File: src/hdl/acs_pkg.sv
package acs_pkg;

  // register indexes; byte address is four times the index
  localparam logic [7:0] IDX_SEL      = 8'h7c;
  localparam logic [7:0] IDX_CTRL     = 8'h7a;
  localparam logic [7:0] IDX_RES_LO   = 8'h78;
  localparam logic [7:0] IDX_RES_HI   = 8'h79;
  localparam logic [7:0] IDX_MODE     = 8'h70;

  // selection_register fields
  localparam int         SEL_REF_LSB  = 6;
  localparam int         SEL_LJ_BIT   = 5;
  localparam int         SEL_CH_LSB   = 0;
  localparam logic [7:0] SEL_WR_MASK  = 8'hef;

  // control register fields
  localparam int         CTRL_EN_BIT   = 7;
  localparam int         CTRL_START_BIT = 6;
  localparam int         CTRL_ATE_BIT  = 5;
  localparam int         CTRL_DONE_BIT = 4;
  localparam int         CTRL_IE_BIT   = 3;
  localparam int         CTRL_PS_LSB   = 0;

  // mode register: trigger source, 0 = free running, 1 = trigger pin
  localparam int         MODE_TRIG_BIT = 0;

  localparam logic [7:0] RST_SEL      = 8'h00;
  localparam logic [7:0] RST_CTRL     = 8'h00;
  localparam logic [7:0] RST_MODE     = 8'h00;

  // conversion timing in converter clock cycles
  localparam logic [4:0] CONV_CYC_NORMAL = 5'd13;
  localparam logic [4:0] CONV_CYC_FIRST  = 5'd25;
  localparam logic [4:0] SAR_LEAD        = 5'd11;
  localparam logic [9:0] SAR_MSB         = 10'h200;

  localparam logic [2:0] SLEEP_IDLE   = 3'h1;
  localparam logic [2:0] SLEEP_NOISE  = 3'h2;

  typedef enum logic {ACS_ST_IDLE, ACS_ST_CONV} acs_state_e;

endpackage

File: src/hdl/acs_sync.sv
`timescale 1ns/1ps
module acs_sync #(
  parameter int W = 2
) (
  input  wire logic         core_clk_in,
  input  wire logic         reset_in,
  input  wire logic [W-1:0] async_in,
  output logic      [W-1:0] sync_out
);

  typedef struct packed {
    logic [W-1:0] s1;
    logic [W-1:0] s2;
    logic [W-1:0] s3;
    logic [W-1:0] out;
  } acs_sync_s;

  acs_sync_s q;
  acs_sync_s d;
  logic [W-1:0] agree;

  always_comb
  begin
    d     = q;
    agree = ~(q.s2 ^ q.s3);
    d.s1  = async_in;
    d.s2  = q.s1;
    d.s3  = q.s2;
    // a change counts once the second and third stages agree
    d.out = (agree & q.s3) | (~agree & q.out);
  end

  always_ff @(posedge core_clk_in or posedge reset_in)
  begin
    if (reset_in)
      q <= '0;
    else
      q <= d;
  end

  assign sync_out = q.out;

endmodule

File: src/hdl/acs_prescaler.sv
`timescale 1ns/1ps
module acs_prescaler (
  input  wire logic       core_clk_in,
  input  wire logic       reset_in,
  input  wire logic [2:0] div_sel_in,
  input  wire logic       clear_in,
  output logic            tick_out
);

  typedef struct packed {
    logic [6:0] cnt;
    logic       tick;
  } acs_presc_s;

  acs_presc_s q;
  acs_presc_s d;
  logic [6:0] limit;

  always_comb
  begin
    d     = q;
    // divide by 2 for codes 0 and 1, else by two to the code
    limit = (div_sel_in == 3'h0) ? 7'h01 : 7'((8'h01 << div_sel_in) - 8'h01);
    d.tick = 1'b0;
    if (clear_in)
      d.cnt = 7'h00;
    else if (q.cnt >= limit)
    begin
      d.cnt  = 7'h00;
      d.tick = 1'b1;
    end
    else
      d.cnt = q.cnt + 7'h01;
  end

  always_ff @(posedge core_clk_in or posedge reset_in)
  begin
    if (reset_in)
      q <= '0;
    else
      q <= d;
  end

  assign tick_out = q.tick;

  a_tick_cleared: assert property (@(posedge core_clk_in) disable iff (reset_in)
    clear_in |=> !tick_out ##1 !tick_out)
    else $error("converter tick right after prescaler clear");

endmodule

File: src/hdl/acs_top.sv
// What this block does
// - selection held in a temporary register, copied to active selection while idle.
// - active channel and reference frozen once a conversion begins.
// - copying resumes in the last converter cycle before completion.
// - a written start bit begins conversion at next converter clock edge.
// - a selection written at a safe moment applies to the next conversion.
// - free running: change after a completion hits the conversion after next.
// - input above reference on single ended channel gives code near 0x3ff.
// - enabled idle single mode with interrupt enabled starts converting on halt in idle or noise sleep mode.
// - conversion started in sleep still raises its interrupt after an early wake.
// - other sleep modes never turn the converter off by themselves.
// - result readable in low and high result registers once done flag sets.
// - result is vin times 1024 over reference, 0x000 ground, 0x3ff top.
// - start bit reads one while converting, clears on completion in single mode.
// - conversions last 13 converter cycles, 25 for the first after enabling.
// - auto trigger rising edge resets prescaler and starts; edges while busy ignored.
//
// The Avalon-MM slave port and the placing of the registers are this design's own decisions.
`timescale 1ns/1ps
module acs_top (
  input  wire logic        core_clk_in,
  input  wire logic        reset_in,
  input  wire logic [9:0]  avs_address_in,
  input  wire logic        avs_read_in,
  input  wire logic        avs_write_in,
  input  wire logic [31:0] avs_writedata_in,
  input  wire logic [3:0]  avs_byteenable_in,
  output logic      [31:0] avs_readdata_out,
  output logic             avs_waitrequest_out,
  input  wire logic        comparator_in,
  input  wire logic        trigger_in,
  input  wire logic        cpu_halted_in,
  input  wire logic [2:0]  sleep_mode_in,
  input  wire logic        irq_ack_in,
  output logic      [3:0]  channel_select_out,
  output logic      [1:0]  reference_select_out,
  output logic      [9:0]  dac_code_out,
  output logic             sample_hold_out,
  output logic             converter_on_out,
  output logic             conv_irq_out
);

  typedef struct packed {
    acs_pkg::acs_state_e state;
    logic [7:0]          sel_tmp;
    logic [5:0]          sel_act;
    logic                en;
    logic                ate;
    logic                ie;
    logic                done;
    logic [2:0]          ps;
    logic                trig_src;
    logic                start_pend;
    logic                first;
    logic [4:0]          cnt;
    logic [4:0]          len;
    logic [9:0]          sar;
    logic [9:0]          mask;
    logic [9:0]          result;
    logic                lock;
    logic                halted_prev;
    logic                trig_prev;
    logic                ack;
    logic [31:0]         rdata;
    logic [4:0]          hc;
  } acs_top_s;

  localparam logic [9:0] ADDR_SEL    = {acs_pkg::IDX_SEL, 2'b00};
  localparam logic [9:0] ADDR_CTRL   = {acs_pkg::IDX_CTRL, 2'b00};
  localparam logic [9:0] ADDR_RES_LO = {acs_pkg::IDX_RES_LO, 2'b00};
  localparam logic [9:0] ADDR_RES_HI = {acs_pkg::IDX_RES_HI, 2'b00};
  localparam logic [9:0] ADDR_MODE   = {acs_pkg::IDX_MODE, 2'b00};

  acs_top_s   q;
  acs_top_s   d;
  logic       tick;
  logic       comp_s;
  logic       trig_s;
  logic       presc_clear;
  logic       trig_start;
  logic       sleep_start;
  logic       begin_now;
  logic       complete;
  logic       free_run;
  logic       wr;
  logic       rd;
  logic       start_bit;
  logic [7:0] rd_byte;
  logic [7:0] res_lo;
  logic [7:0] res_hi;
  logic [7:0] wd;

  acs_sync #(
    .W (2)
  ) u_sync (
    .core_clk_in (core_clk_in),
    .reset_in    (reset_in),
    .async_in    ({comparator_in, trigger_in}),
    .sync_out    ({comp_s, trig_s})
  );

  acs_prescaler u_presc (
    .core_clk_in (core_clk_in),
    .reset_in    (reset_in),
    .div_sel_in  (q.ps),
    .clear_in    (presc_clear),
    .tick_out    (tick)
  );

  always_comb
  begin
    d = q;
    wd = avs_writedata_in[7:0];
    wr = avs_write_in & q.ack & avs_byteenable_in[0];
    rd = avs_read_in & q.ack;
    free_run = q.ate & ~q.trig_src;
    start_bit = (q.state == acs_pkg::ACS_ST_CONV) | q.start_pend;
    // left justify acts at once on the result view
    if (q.sel_tmp[acs_pkg::SEL_LJ_BIT])
    begin
      res_hi = q.result[9:2];
      res_lo = {q.result[1:0], 6'h00};
    end
    else
    begin
      res_hi = {6'h00, q.result[9:8]};
      res_lo = q.result[7:0];
    end
    case (avs_address_in)
      ADDR_SEL:    rd_byte = q.sel_tmp;
      ADDR_CTRL:   rd_byte = {q.en, start_bit, q.ate, q.done, q.ie, q.ps};
      ADDR_RES_LO: rd_byte = res_lo;
      ADDR_RES_HI: rd_byte = res_hi;
      ADDR_MODE:   rd_byte = {7'h00, q.trig_src};
      default:     rd_byte = 8'h00;
    endcase

    // bus handshake: one wait cycle, data loaded as the wait ends
    d.ack = (avs_read_in | avs_write_in) & ~q.ack;
    if (avs_read_in & ~q.ack)
      d.rdata = {24'h000000, rd_byte};

    d.trig_prev   = trig_s;
    d.halted_prev = cpu_halted_in;
    trig_start  = q.en & q.ate & q.trig_src & trig_s & ~q.trig_prev
                & (q.state == acs_pkg::ACS_ST_IDLE) & ~q.start_pend;
    sleep_start = q.en & ~q.ate & q.ie & (q.state == acs_pkg::ACS_ST_IDLE) & ~q.start_pend
                & cpu_halted_in & ~q.halted_prev
                & ((sleep_mode_in == acs_pkg::SLEEP_IDLE) | (sleep_mode_in == acs_pkg::SLEEP_NOISE));
    // other sleep modes leave the enable alone
    presc_clear = ~q.en | trig_start;
    begin_now = tick & q.en & q.start_pend & (q.state == acs_pkg::ACS_ST_IDLE);
    complete  = tick & (q.state == acs_pkg::ACS_ST_CONV) & (q.cnt == q.len - 5'd1);

    // active selection follows the temporary one only while unlocked
    if ((q.state == acs_pkg::ACS_ST_IDLE) || (q.cnt == q.len - 5'd1))
      d.sel_act = {q.sel_tmp[acs_pkg::SEL_REF_LSB +: 2], q.sel_tmp[acs_pkg::SEL_CH_LSB +: 4]};

    if (sleep_start | trig_start)
      d.start_pend = 1'b1;
    if (tick)
      d.hc = q.hc + 5'd1;

    if (begin_now)
    begin
      d.state      = acs_pkg::ACS_ST_CONV;
      d.cnt        = 5'd0;
      d.len        = q.first ? acs_pkg::CONV_CYC_FIRST : acs_pkg::CONV_CYC_NORMAL;
      d.first      = 1'b0;
      d.start_pend = 1'b0;
      d.sar        = acs_pkg::SAR_MSB;
      d.mask       = acs_pkg::SAR_MSB;
      d.hc         = 5'd0;
    end
    else if (complete)
    begin
      d.done = 1'b1;
      if (~q.lock)
        d.result = q.sar;
      if (free_run)
      begin
        // next conversion starts at once on the just locked selection
        d.cnt  = 5'd0;
        d.len  = acs_pkg::CONV_CYC_NORMAL;
        d.sar  = acs_pkg::SAR_MSB;
        d.mask = acs_pkg::SAR_MSB;
        d.hc   = 5'd0;
      end
      else
        d.state = acs_pkg::ACS_ST_IDLE;
    end
    else if (tick & (q.state == acs_pkg::ACS_ST_CONV))
    begin
      d.cnt = q.cnt + 5'd1;
      // successive approximation; comparator high keeps the trial bit
      if ((q.cnt >= q.len - acs_pkg::SAR_LEAD) && (q.mask != 10'h000))
      begin
        d.sar  = (comp_s ? q.sar : (q.sar & ~q.mask)) | (q.mask >> 1);
        d.mask = q.mask >> 1;
      end
    end

    // vector clear; a completion in the same cycle wins
    if (irq_ack_in & ~complete)
      d.done = 1'b0;

    if (wr)
    begin
      case (avs_address_in)
        ADDR_SEL:
          d.sel_tmp = wd & acs_pkg::SEL_WR_MASK;
        ADDR_MODE:
          d.trig_src = wd[acs_pkg::MODE_TRIG_BIT];
        ADDR_CTRL:
        begin
          d.en  = wd[acs_pkg::CTRL_EN_BIT];
          d.ate = wd[acs_pkg::CTRL_ATE_BIT];
          d.ie  = wd[acs_pkg::CTRL_IE_BIT];
          d.ps  = wd[acs_pkg::CTRL_PS_LSB +: 3];
          if (wd[acs_pkg::CTRL_EN_BIT] & ~q.en)
            d.first = 1'b1;
          if (wd[acs_pkg::CTRL_START_BIT] & wd[acs_pkg::CTRL_EN_BIT] & ~start_bit)
            d.start_pend = 1'b1;
          // write one clears the flag; a completion in the same cycle wins
          if (wd[acs_pkg::CTRL_DONE_BIT] & ~complete)
            d.done = 1'b0;
        end
        default:
          d.sel_tmp = q.sel_tmp;
      endcase
    end
    if (rd && (avs_address_in == ADDR_RES_LO))
      d.lock = 1'b1;
    if (rd && (avs_address_in == ADDR_RES_HI))
      d.lock = 1'b0;

    // disabling ends any conversion in flight
    if (~q.en)
    begin
      d.state      = acs_pkg::ACS_ST_IDLE;
      d.start_pend = d.start_pend & d.en;
      d.mask       = 10'h000;
    end
  end

  always_ff @(posedge core_clk_in or posedge reset_in)
  begin
    if (reset_in)
    begin
      q          <= '0;
      q.state    <= acs_pkg::ACS_ST_IDLE;
      q.sel_tmp  <= acs_pkg::RST_SEL;
      q.trig_src <= acs_pkg::RST_MODE[acs_pkg::MODE_TRIG_BIT];
      q.en       <= acs_pkg::RST_CTRL[acs_pkg::CTRL_EN_BIT];
    end
    else
      q <= d;
  end

  assign avs_waitrequest_out  = (avs_read_in | avs_write_in) & ~q.ack;
  assign avs_readdata_out     = q.rdata;
  assign channel_select_out   = q.sel_act[3:0];
  assign reference_select_out = q.sel_act[5:4];
  assign dac_code_out         = q.sar;
  assign sample_hold_out      = (q.state == acs_pkg::ACS_ST_CONV) && (q.cnt < q.len - acs_pkg::SAR_LEAD);
  assign converter_on_out     = q.en;
  assign conv_irq_out         = q.done & q.ie;

  a_sel_idle_follow:
    assert property (@(posedge core_clk_in) disable iff (reset_in)
      (q.state == acs_pkg::ACS_ST_IDLE) |=> (channel_select_out == $past(q.sel_tmp[3:0])))
    else $error("active channel did not follow temporary while idle");

  a_sel_frozen:
    assert property (@(posedge core_clk_in) disable iff (reset_in)
      (q.state == acs_pkg::ACS_ST_CONV && q.cnt != q.len - 5'd1)
      |=> $stable(channel_select_out) && $stable(reference_select_out))
    else $error("selection changed during conversion");

  a_sel_last_copy:
    assert property (@(posedge core_clk_in) disable iff (reset_in)
      (q.state == acs_pkg::ACS_ST_CONV && q.cnt == q.len - 5'd1)
      |=> (reference_select_out == $past(q.sel_tmp[7:6])))
    else $error("selection not copied in last converter cycle");

  a_start_on_tick:
    assert property (@(posedge core_clk_in) disable iff (reset_in)
      (q.state == acs_pkg::ACS_ST_IDLE && q.en && q.start_pend && tick)
      |=> (q.state == acs_pkg::ACS_ST_CONV && q.cnt == 5'd0))
    else $error("conversion did not begin at converter edge");

  a_conv_length:
    assert property (@(posedge core_clk_in) disable iff (reset_in)
      complete |-> ((q.hc + 5'd1 == q.len)
        && (q.len == acs_pkg::CONV_CYC_NORMAL || q.len == acs_pkg::CONV_CYC_FIRST)))
    else $error("conversion length not 13 or 25 converter cycles");

  a_first_long:
    assert property (@(posedge core_clk_in) disable iff (reset_in)
      (begin_now && q.first) |=> (q.len == acs_pkg::CONV_CYC_FIRST))
    else $error("first conversion after enable not 25 cycles");

  a_done_result:
    assert property (@(posedge core_clk_in) disable iff (reset_in)
      (complete && !q.lock && !irq_ack_in) |=> (q.done && q.result == $past(q.sar)))
    else $error("done flag or result missing after completion");

  a_start_clears:
    assert property (@(posedge core_clk_in) disable iff (reset_in)
      (complete && !free_run && !trig_start && !sleep_start && !(avs_write_in && q.ack))
      |=> !start_bit)
    else $error("start bit still set after single conversion");

  a_trig_ignored:
    assert property (@(posedge core_clk_in) disable iff (reset_in)
      (q.state == acs_pkg::ACS_ST_CONV && q.en && !complete && trig_s && !q.trig_prev)
      |-> !presc_clear ##1 (q.state == acs_pkg::ACS_ST_CONV && !q.start_pend))
    else $error("trigger accepted during conversion");

  a_sleep_start:
    assert property (@(posedge core_clk_in) disable iff (reset_in)
      sleep_start && q.en && !(avs_write_in && q.ack) |=> q.start_pend)
    else $error("sleep halt did not request conversion");

  a_irq_raise:
    assert property (@(posedge core_clk_in) disable iff (reset_in)
      (complete && q.ie && !irq_ack_in && !(avs_write_in && q.ack)) |=> conv_irq_out)
    else $error("completion interrupt request not raised");

endmodule

File: config.mk
export PLATFORM = sky130hd
export DESIGN_NAME = acs_top
export DESIGN_NICKNAME = d
export VERILOG_FILES = /design/src/hdl/acs_pkg.sv /design/src/hdl/acs_sync.sv /design/src/hdl/acs_prescaler.sv /design/src/hdl/acs_top.sv
export SDC_FILE = /design/constraint.sdc
export NUM_CORES = 1
export LEC_CHECK = 0
export ABC_AREA = 1
export BUFFER_PORTS_ARGS = -buffer_cell sky130_fd_sc_hd__buf_4
export CAP_MARGIN = 20
export CORE_UTILIZATION = 45
export CTS_CLUSTER_DIAMETER = 100
export CTS_CLUSTER_SIZE = 28
export DETAILED_ROUTE_END_ITERATION = 7
export GPL_TIMING_DRIVEN = 1
export MAX_ROUTING_LAYER = met4
export PLACE_DENSITY_LB_ADDON = 0.25
export SYNTH_ARGS = -nofsm -noshare
export SYNTH_HDL_FRONTEND = slang
export SYNTH_SLANG_ARGS = --single-unit
File: constraint.sdc
create_clock -name core_clk_in -period 4.9 [get_ports core_clk_in]
set_clock_uncertainty 0.15 [all_clocks]
set_input_delay 1.225 -clock core_clk_in [delete_from_list [all_inputs] [get_ports core_clk_in]]
set_output_delay 1.225 -clock core_clk_in [all_outputs]
set_load 0.05 [all_outputs]
# Word level (Yosys, flattened, before mapping)
# Index checks and enable logic that the tools add are counted.
# Widths: inputs -> output; s select.
op_classes:
  n_addsub: 5
  order_cmp: 3
  n_eq_ne: 14
  n_bitwise: 57
  n_shift: 1
  reduce_logical: 21
  n_mux: 38
op_table:
  columns: ["operator", "count"]
  rows:
  - ["$mux 20", 3]
  - ["$mux 30", 2]
  - ["$eq 10x9->1 const B", 5]
  - ["$pmux 8 s5", 1]
  - ["$and 1x1->1", 31]
  - ["$mux 10", 3]
  - ["$mux 7", 4]
  - ["$mux 5", 4]
  - ["$mux 1", 17]
  - ["$mux 8", 2]
  - ["$not 1->1", 12]
  - ["$reduce_and 2->1", 6]
  - ["$and 10x10->10", 1]
  - ["$not 10->10", 1]
  - ["$or 10x9->10", 1]
  - ["$reduce_bool 10->1", 1]
  - ["$reduce_and 3->1", 3]
  - ["$ne 4x1->1 const B", 2]
  - ["$add 7x1->7 const B", 1]
  - ["$ge 7x7->1", 1]
  - ["$shl 1x3->7 const A", 1]
  - ["$sub 7x1->7 const B", 1]
  - ["$reduce_bool 2->1", 3]
  - ["$reduce_bool 3->1", 2]
  - ["other kinds (21)", 31]
word_totals:
  output_inout_bits: 52
  input_bits: 57
  elab_cells: 166
  regBits: 92

# Logic depth before layout (Yosys ltp)
# Gate-level depths: netlist of run 1.
logic_depth:
  ltp_word: 16
  ltp_mapped: 14
  depth_no_buf: 13

# Cells and area by module
# A second synthesis of run 1 with hierarchy kept.
unflattened:
  cells_unflattened: 655
  area_unflattened_um2: 5154.9
by_module_without_submodules:
  columns: ["mod", "seq_area_each_um2", "n_inst", "cells_each", "area_each_um2"]
  rows:
  - ["acs_top", 1851.8, 1, 559, 4347.9]
  - ["acs_prescaler", 200.2, 1, 77, 555.5]
  - ["acs_sync", 200.2, 1, 19, 251.5]

# Worst setup path before layout of run 1
# No wires, ideal clock.
synth_path:
  kind: "flip-flop to output port"
  start: "register q[74] (netlist name)"
  end: "output sample_hold_out"
  t_required_ps: 3525
  path_buffers: 0
  stages_incl_launch_ff: 10
  slack_ps: 1538
  arrival_time_ps: 1987
  cell_sequence: "dfrtp_1 -> inv_1 -> ha_1 -> inv_1 -> ha_1 -> nand2_1 -> inv_1 -> a21oi_1 -> nand2_1 -> nor2_1"
synth_via:
  elab_chain_len: 3
synth_rtl:
  columns: ["item", "line_no", "source"]
  rows:
  - ["start, declared", "acs_top.sv:74", "acs_top_s q;"]
  - ["$sub 5x4->5", "acs_top.sv:265", "assign sample_hold_out = (q.state == acs_pkg::ACS_ST_CONV) && (q.cnt < q.len - acs_pkg::SAR_LEAD);"]
  - ["$lt 5x5->1", "acs_top.sv:265", null]
  - ["$logic_and 1x1->1", "acs_top.sv:265", null]
  - ["end, declared", "acs_top.sv:38", "output logic sample_hold_out,"]
# Every way passes these cells.

# Final worst setup path of run 1
# Same ends and word-level chain as after synthesis.

==> metrics.cfg, run 1 <==
[status]
outcome = completed

[power_and_ir_drop]
p_leak_nw = 2.94
total_power_mw = 1.74
comb_power_share_pct = 12.1
power_switching_mw = 0.466
p_clk_share_pct = 40.9
ir_worst_vdd_v = 0.000124
internal_power_mw = 1.28
power.density_nw_per_um2 = 307
swShare_pct = 26.7
pwr-share-seq_pct = 47.0

[clocking]
cts_tree = built
clkLatencyLatePin_ns = 0.34
cts_resized = 0
hold_buffers = 0
cts_setup_buffers = 0
root_buffer = clkbuf_16
clock_path_buffers = 2
path_clk_slew_ns = 0.06
numCtsBuffers = 9
cts_sinks = 90
htree_levels = 3

[sta]
setup-tns-final_ns = 0
period_needed_ns = 3.51
drv_slew = 0
setup_viol = 0
fin_crit_sh_pct = 71.7
slew_headroom_pct = 54.8
rsz0062_at_grt = no
tightestPinTransition_ns = 0.678
timing.hold.ws_ns = 0.198
max_freq_mhz = 285
finalHoldViolations = 0

[route]
dr.pass1.iters = 5
routedWlPerCell_um = 14.2
drtIter0Drc = 260
drc = 0
totalWireLength_mm = 11.3
via_per_inst = 5.10
antenna_left = 0
dr_total_vias = 4053

[grt]
overflow = 0
grt_pass1_wl_mm = 18.8
grt_max_degree = 59
grt_usage_pct = 21.4
antenna_found_initial = 0
grt_pass1_vias = 3824

[job]
cap_violations = 0

[placed_design]
dp_hpwl_mm = 8.24
io_buffer_count = 57
dpl-instance-area_um2 = 5350
place_congestion = 0.802

[setup_path]
startpoint = q[74]
crit_end = sample_hold_out
critical_path_class = register to primary output
required_ns = 3.52
critPathLaunchType = register
r2r_start = q[74]
arrival_ns = 2.14
r2r_setup_slack_ns = 2.46
worstReg2RegEnd = dac_code_out[3]
r2r.worst_path.cells = 13
critPathMaxFanout = 5
cp-end-kind = primary output

[final_layout]
final_cell_mix = 152 x nand2_1, 90 x dfrtp_1, 59 x buf_4
design_area_um2 = 5690
syn_to_final_growth_pct = 11.8
drive_gt1_share_pct = 15.6
nFillCells = 1051
layout_commonest_cell = nand2_1
fin_nets = 723
utilization_pct = 52.0
n_antenna_cell = 0

[yosys]
netlist_instances = 615
synth-seq-area-share_pct = 44.3
avgSynthCellArea_um2 = 8.27
synth_edf_count = 0
synth_top_flop_cell = dfrtp_1
netlist_area_um2 = 5090
yosys_warnings = 0
ys_ff_latch = 90
async_flop_share_pct = 100
ys_types = 43

[floorplan]
core_um2 = 10900
initial_utilization_pct = 46.5
die_x_um = 108
num_rows = 38
die_h_um = 108
pin_count = 109
die-area_um2 = 11700

[min_path]
min_path_type = register to register
holdPathStages = 0

==> worst min-delay path by stage <==
stage	end	start
after floorplan	u_sync.d[2]	u_sync.d[4]
after global placement	u_sync.d[2]	u_sync.d[4]
after detailed placement	u_sync.d[2]	u_sync.d[4]
after CTS	u_sync.d[2]	u_sync.d[4]
after global routing	u_sync.d[2]	u_sync.d[4]
final	u_sync.d[2]	u_sync.d[4]
==> metal layers <==
metal | track usage [%] | up-vias | share of wire, % | wire length (um)
met5 | - | - | 0 | 0
met1 | 28.2 | 1927 | 45 | 5090
li1 | - | 2008 | - | -
met3 | 3.13 | 6 | 5.6 | 632
met4 | 6.56 | 0 | 1.0 | 117
met2 | 34.1 | 112 | 48 | 5420
==> final cells by class <==
type,instances,area [um2],share of cell area (%)
clock buffer,13,260,4.58
clock inverter,3,46.3,0.814
inverter,63,238,4.18
multi-input combinational,426,2250,39.5
sequential,90,2250,39.6
tap,140,175,3.08
timing repair buffer,60,470,8.27
==> synth_stat cells (2+ instances only) <==
master	number	share of area [%]
maj3_1	2	0.39
nor2_4	4	0.89
o22ai_1	4	0.49
nand2_1	152	11
mux2i_1	4	0.79
mux2_2	4	0.89
a21oi_1	24	2.4
nand3_2	2	0.39
inv_1	57	4.2
clkbuf_1	4	0.30
buf_2	3	0.30
o21ai_1	5	0.49
inv_2	3	0.22
nand2_4	3	0.66
buf_4	48	7.1
xor2_1	9	1.5
nor3_1	9	0.89
mux2_4	2	0.59
ha_1	16	3.9
nor2_1	52	3.8
buf_6	3	0.66
nand3b_1	3	0.44
dfrtp_1	90	44
nand3_1	36	3.5
o21ai_0	25	2.5
nand2_2	3	0.37
clkinv_1	3	0.22
nand4_1	30	3.7
==> power by group through the flow <==
stage / sequential [mW] / clock [mW] / combinational, mW
finish: 0.819 / 0.712 / 0.212
floorplan: 0.823 / 0 / 0.175
global route: 0.825 / 0.761 / 0.239
detailed placement: 0.833 / 0 / 0.210
global placement: 0.831 / 0 / 0.204
CTS: 0.819 / 0.724 / 0.211
==> stage by stage <==
stage	setup WS (ns)	std cells
after floorplan	1.19	638
after global placement	1.68	778
after detailed placement	1.67	778
after CTS	1.38	794
after global routing	1.24	795
final	1.39	795
==> cell families after synthesis <==
kind of cell / synth area share [%]
muxes: 2.26
AOI/OAI and AO/OA: 6.74
and+or+nand+nor: 27.3
adders and majority gates: 4.33
buffers and inverters: 13.3
DFF: 44.3
xor gates and xnor gates: 1.72
other: 0.0737
==> flip-flops by register name (all words and copies together), names as in the netlist, named ones only <==
| register | flops |
|---|---|
| reference_select_out | 2 |
| q | 49 |
| u_sync.d | 4 |
| channel_select_out | 4 |
| avs_readdata_out | 8 |
| u_presc.tick_out | 1 |
| u_presc.q | 7 |
| u_sync.q | 2 |
| converter_on_out | 1 |
| dac_code_out | 10 |
==> critical path, cell delays in order, from the launching register on <==
cell and delay [ns]:
dfrtp_1 0.38, inv_1 0.16, ha_1 0.28, inv_1 0.09, ha_1 0.23, nand2_1 0.06, inv_1 0.06, a21oi_1 0.18
nand2_1 0.07, nor2_1 0.09, buf_4 0.20
No activity file was read; power rests on OpenSTA's default activity.
==> run 2: changes to the inputs <==
==> constraint.sdc (replaced) <==
create_clock -name core_clk_in -period 3.3 [get_ports core_clk_in]
set_clock_uncertainty 0.15 [all_clocks]
set_input_delay 0.825 -clock core_clk_in [delete_from_list [all_inputs] [get_ports core_clk_in]]
set_output_delay 0.825 -clock core_clk_in [all_outputs]
set_load 0.05 [all_outputs]
==> run 2 against run 1 <==
  * Setup slack lost 1.2 ns
  * Clock power grew 63%
  * Sequential power grew 49%
  * Die area is the same
  * Register-to-register slack lost 1.6 ns
  * Flip-flop and latch count is the same
  * Highest routed layer unchanged
==> metrics.cfg, run 2 (synthesis gave the netlist of run 1 again) <==
[clocking]
cts_resized = 0  ; unchanged
numCtsBuffers = 9  ; unchanged
hold_buffers = 0  ; unchanged
cts_setup_buffers = 0  ; unchanged
path_clk_slew_ns = 0.06  ; about the same
root_buffer = clkbuf_16  ; unchanged
cts_tree = built  ; unchanged
clock_path_buffers = 2  ; unchanged
clkLatencyLatePin_ns = 0.35  ; was 0.34 ns
cts_sinks = 90  ; unchanged
htree_levels = 3  ; unchanged

[floorplan]
core_um2 = 10900  ; unchanged
initial_utilization_pct = 46.5  ; unchanged
num_rows = 38  ; unchanged
pin_count = 109  ; unchanged
die-area_um2 = 11700  ; unchanged
die_h_um = 108  ; unchanged
die_x_um = 108  ; unchanged

[sta]
drv_slew = 0  ; unchanged
setup-tns-final_ns = 0  ; unchanged
slew_headroom_pct = 56.7  ; was 54.8%
fin_crit_sh_pct = 94.9
max_freq_mhz = 319
period_needed_ns = 3.13
rsz0062_at_grt = no  ; unchanged
tightestPinTransition_ns = 0.647  ; was 0.678 ns
timing.hold.ws_ns = 0.199  ; was 0.198 ns
finalHoldViolations = 0  ; unchanged
setup_viol = 0  ; unchanged

[power_and_ir_drop]
power.density_nw_per_um2 = 470  ; was 307 nW/um2
power_switching_mw = 0.705  ; was 0.466 mW
p_clk_share_pct = 42.9  ; was 40.9%
p_leak_nw = 2.96  ; was 2.94 nW
internal_power_mw = 1.99  ; was 1.28 mW
ir_worst_vdd_v = 0.000289  ; was 0.000124 V
pwr-share-seq_pct = 45.1  ; was 47.0%
comb_power_share_pct = 12.0  ; was 12.1%
swShare_pct = 26.1  ; was 26.7%

[route]
dr_total_vias = 4036  ; was 4053
routedWlPerCell_um = 14.3  ; was 14.2 um
totalWireLength_mm = 11.4  ; was 11.3 mm
drtIter0Drc = 236  ; was 260
dr.pass1.iters = 4  ; was 5
drc = 0  ; unchanged
antenna_left = 0  ; unchanged
via_per_inst = 5.06  ; was 5.10

[setup_path]
startpoint = q[74]  ; unchanged
critPathMaxFanout = 5  ; unchanged
critPathLaunchType = register  ; unchanged
required_ns = 2.32  ; was 3.52 ns
arrival_ns = 2.16  ; was 2.14 ns
critical_path_class = register to primary output  ; unchanged
r2r_start = q[74]  ; unchanged
cp-end-kind = primary output  ; unchanged

[grt]
antenna_found_initial = 0  ; unchanged
grt_pass1_wl_mm = 19.1  ; was 18.8 mm
grt_usage_pct = 22.0  ; was 21.4%
grt_max_degree = 35  ; was 59
overflow = 0  ; unchanged
grt_pass1_vias = 3913  ; was 3824

[placed_design]
dpl-instance-area_um2 = 5400  ; was 5350 um2
dp_hpwl_mm = 8.49  ; was 8.24 mm
place_inst = 782  ; was 778
place_congestion = 0.873  ; was 0.802
io_buffer_count = 57  ; unchanged

[final_layout]
fin_nets = 726  ; was 723
seq_area_um2 = 2250  ; unchanged
largest_reg_flops = 49  ; unchanged
top_register = q  ; unchanged
instances_no_fill = 798  ; was 795
design_area_um2 = 5740  ; was 5690 um2
layout_commonest_cell = nand2_1  ; unchanged
drive_gt1_share_pct = 16.3  ; was 15.6%
utilization_pct = 52.5  ; was 52.0%
nFillCells = 1020  ; was 1051
final_cell_mix = 152 x nand2_1, 90 x dfrtp_1, 62 x buf_4  ; was 152 x nand2_1, 90 x dfrtp_1, 59 x buf_4
syn_to_final_growth_pct = 12.8  ; was 11.8%
multi_input_area_um2 = 2250  ; unchanged
n_antenna_cell = 0  ; unchanged

[min_path]
hp-start = u_sync.d[4]  ; unchanged
min_path_type = register to register  ; unchanged

[status]
outcome = completed  ; unchanged

[job]
cap_violations = 0  ; unchanged

run 2: changes by cell type in the layout (fill, tap and decap cells not counted):
cell,before,now
buf_16,1,0
clkbuf_8,2,3
buf_4,59,62
bufinv_16,1,2
inv_6,1,0
clkbuf_1,2,0
clkinvlp_4,1,2
buf_12,0,1
run 2: path summary, 6_finish.rpt:
kind | cells after the start | endpoint | slack (ns)
worst min register to register | 0 | u_sync.d[2] | 0.20
min in group asynchronous | 2 | q[87] | 0.40
worst min-delay path | 0 | u_sync.d[2] | 0.20
worst max register to register | 7 | q[42] | 0.90
worst max-delay path | 10 | sample_hold_out | 0.17
max in group asynchronous | 3 | avs_readdata_out[6] | 1.93
run 2: cell type report:
type | count | area share, %
clock buffer | 12 | 4.64
inverter | 63 | 4.19
tap | 140 | 3.05
sequential | 90 | 39.2
clock inverter | 4 | 1.26
timing repair buffer | 63 | 8.46
multi-input combinational | 426 | 39.1
run 2: power by group through the flow:
| stage | sequential, mW | combinational [mW] | clock, mW |
|---|---|---|---|
| floorplan | 1.22 | 0.260 | 0 |
| global placement | 1.23 | 0.311 | 0 |
| detailed placement | 1.24 | 0.324 | 0 |
| CTS | 1.22 | 0.326 | 1.18 |
| global route | 1.23 | 0.363 | 1.23 |
| finish | 1.22 | 0.323 | 1.16 |
run 2: critical path, cell delays in order (launching register included):
cell,delay (ns)
dfrtp_1,0.38
inv_1,0.16
ha_1,0.28
inv_1,0.09
ha_1,0.23
nand2_1,0.06
inv_1,0.05
a21oi_1,0.19
nand2_1,0.08
nor2_1,0.10
buf_4,0.21
run 2: per-layer routing:
layer  up-vias  track usage, %  wire (um)
met5         -               -          0
met4         0            6.08        137
met3        12            4.52        471
met2        93            35.5       5540
met1      1924            28.2       5280
li1       2007               -          -
run 2: stage by stage:
step,setup slack (ns),power (mW)
final,0.168,2.70
after global routing,0.0386,2.82
after CTS,0.154,2.72
after detailed placement,0.546,1.56
after global placement,0.591,1.54
after floorplan,0.338,1.48
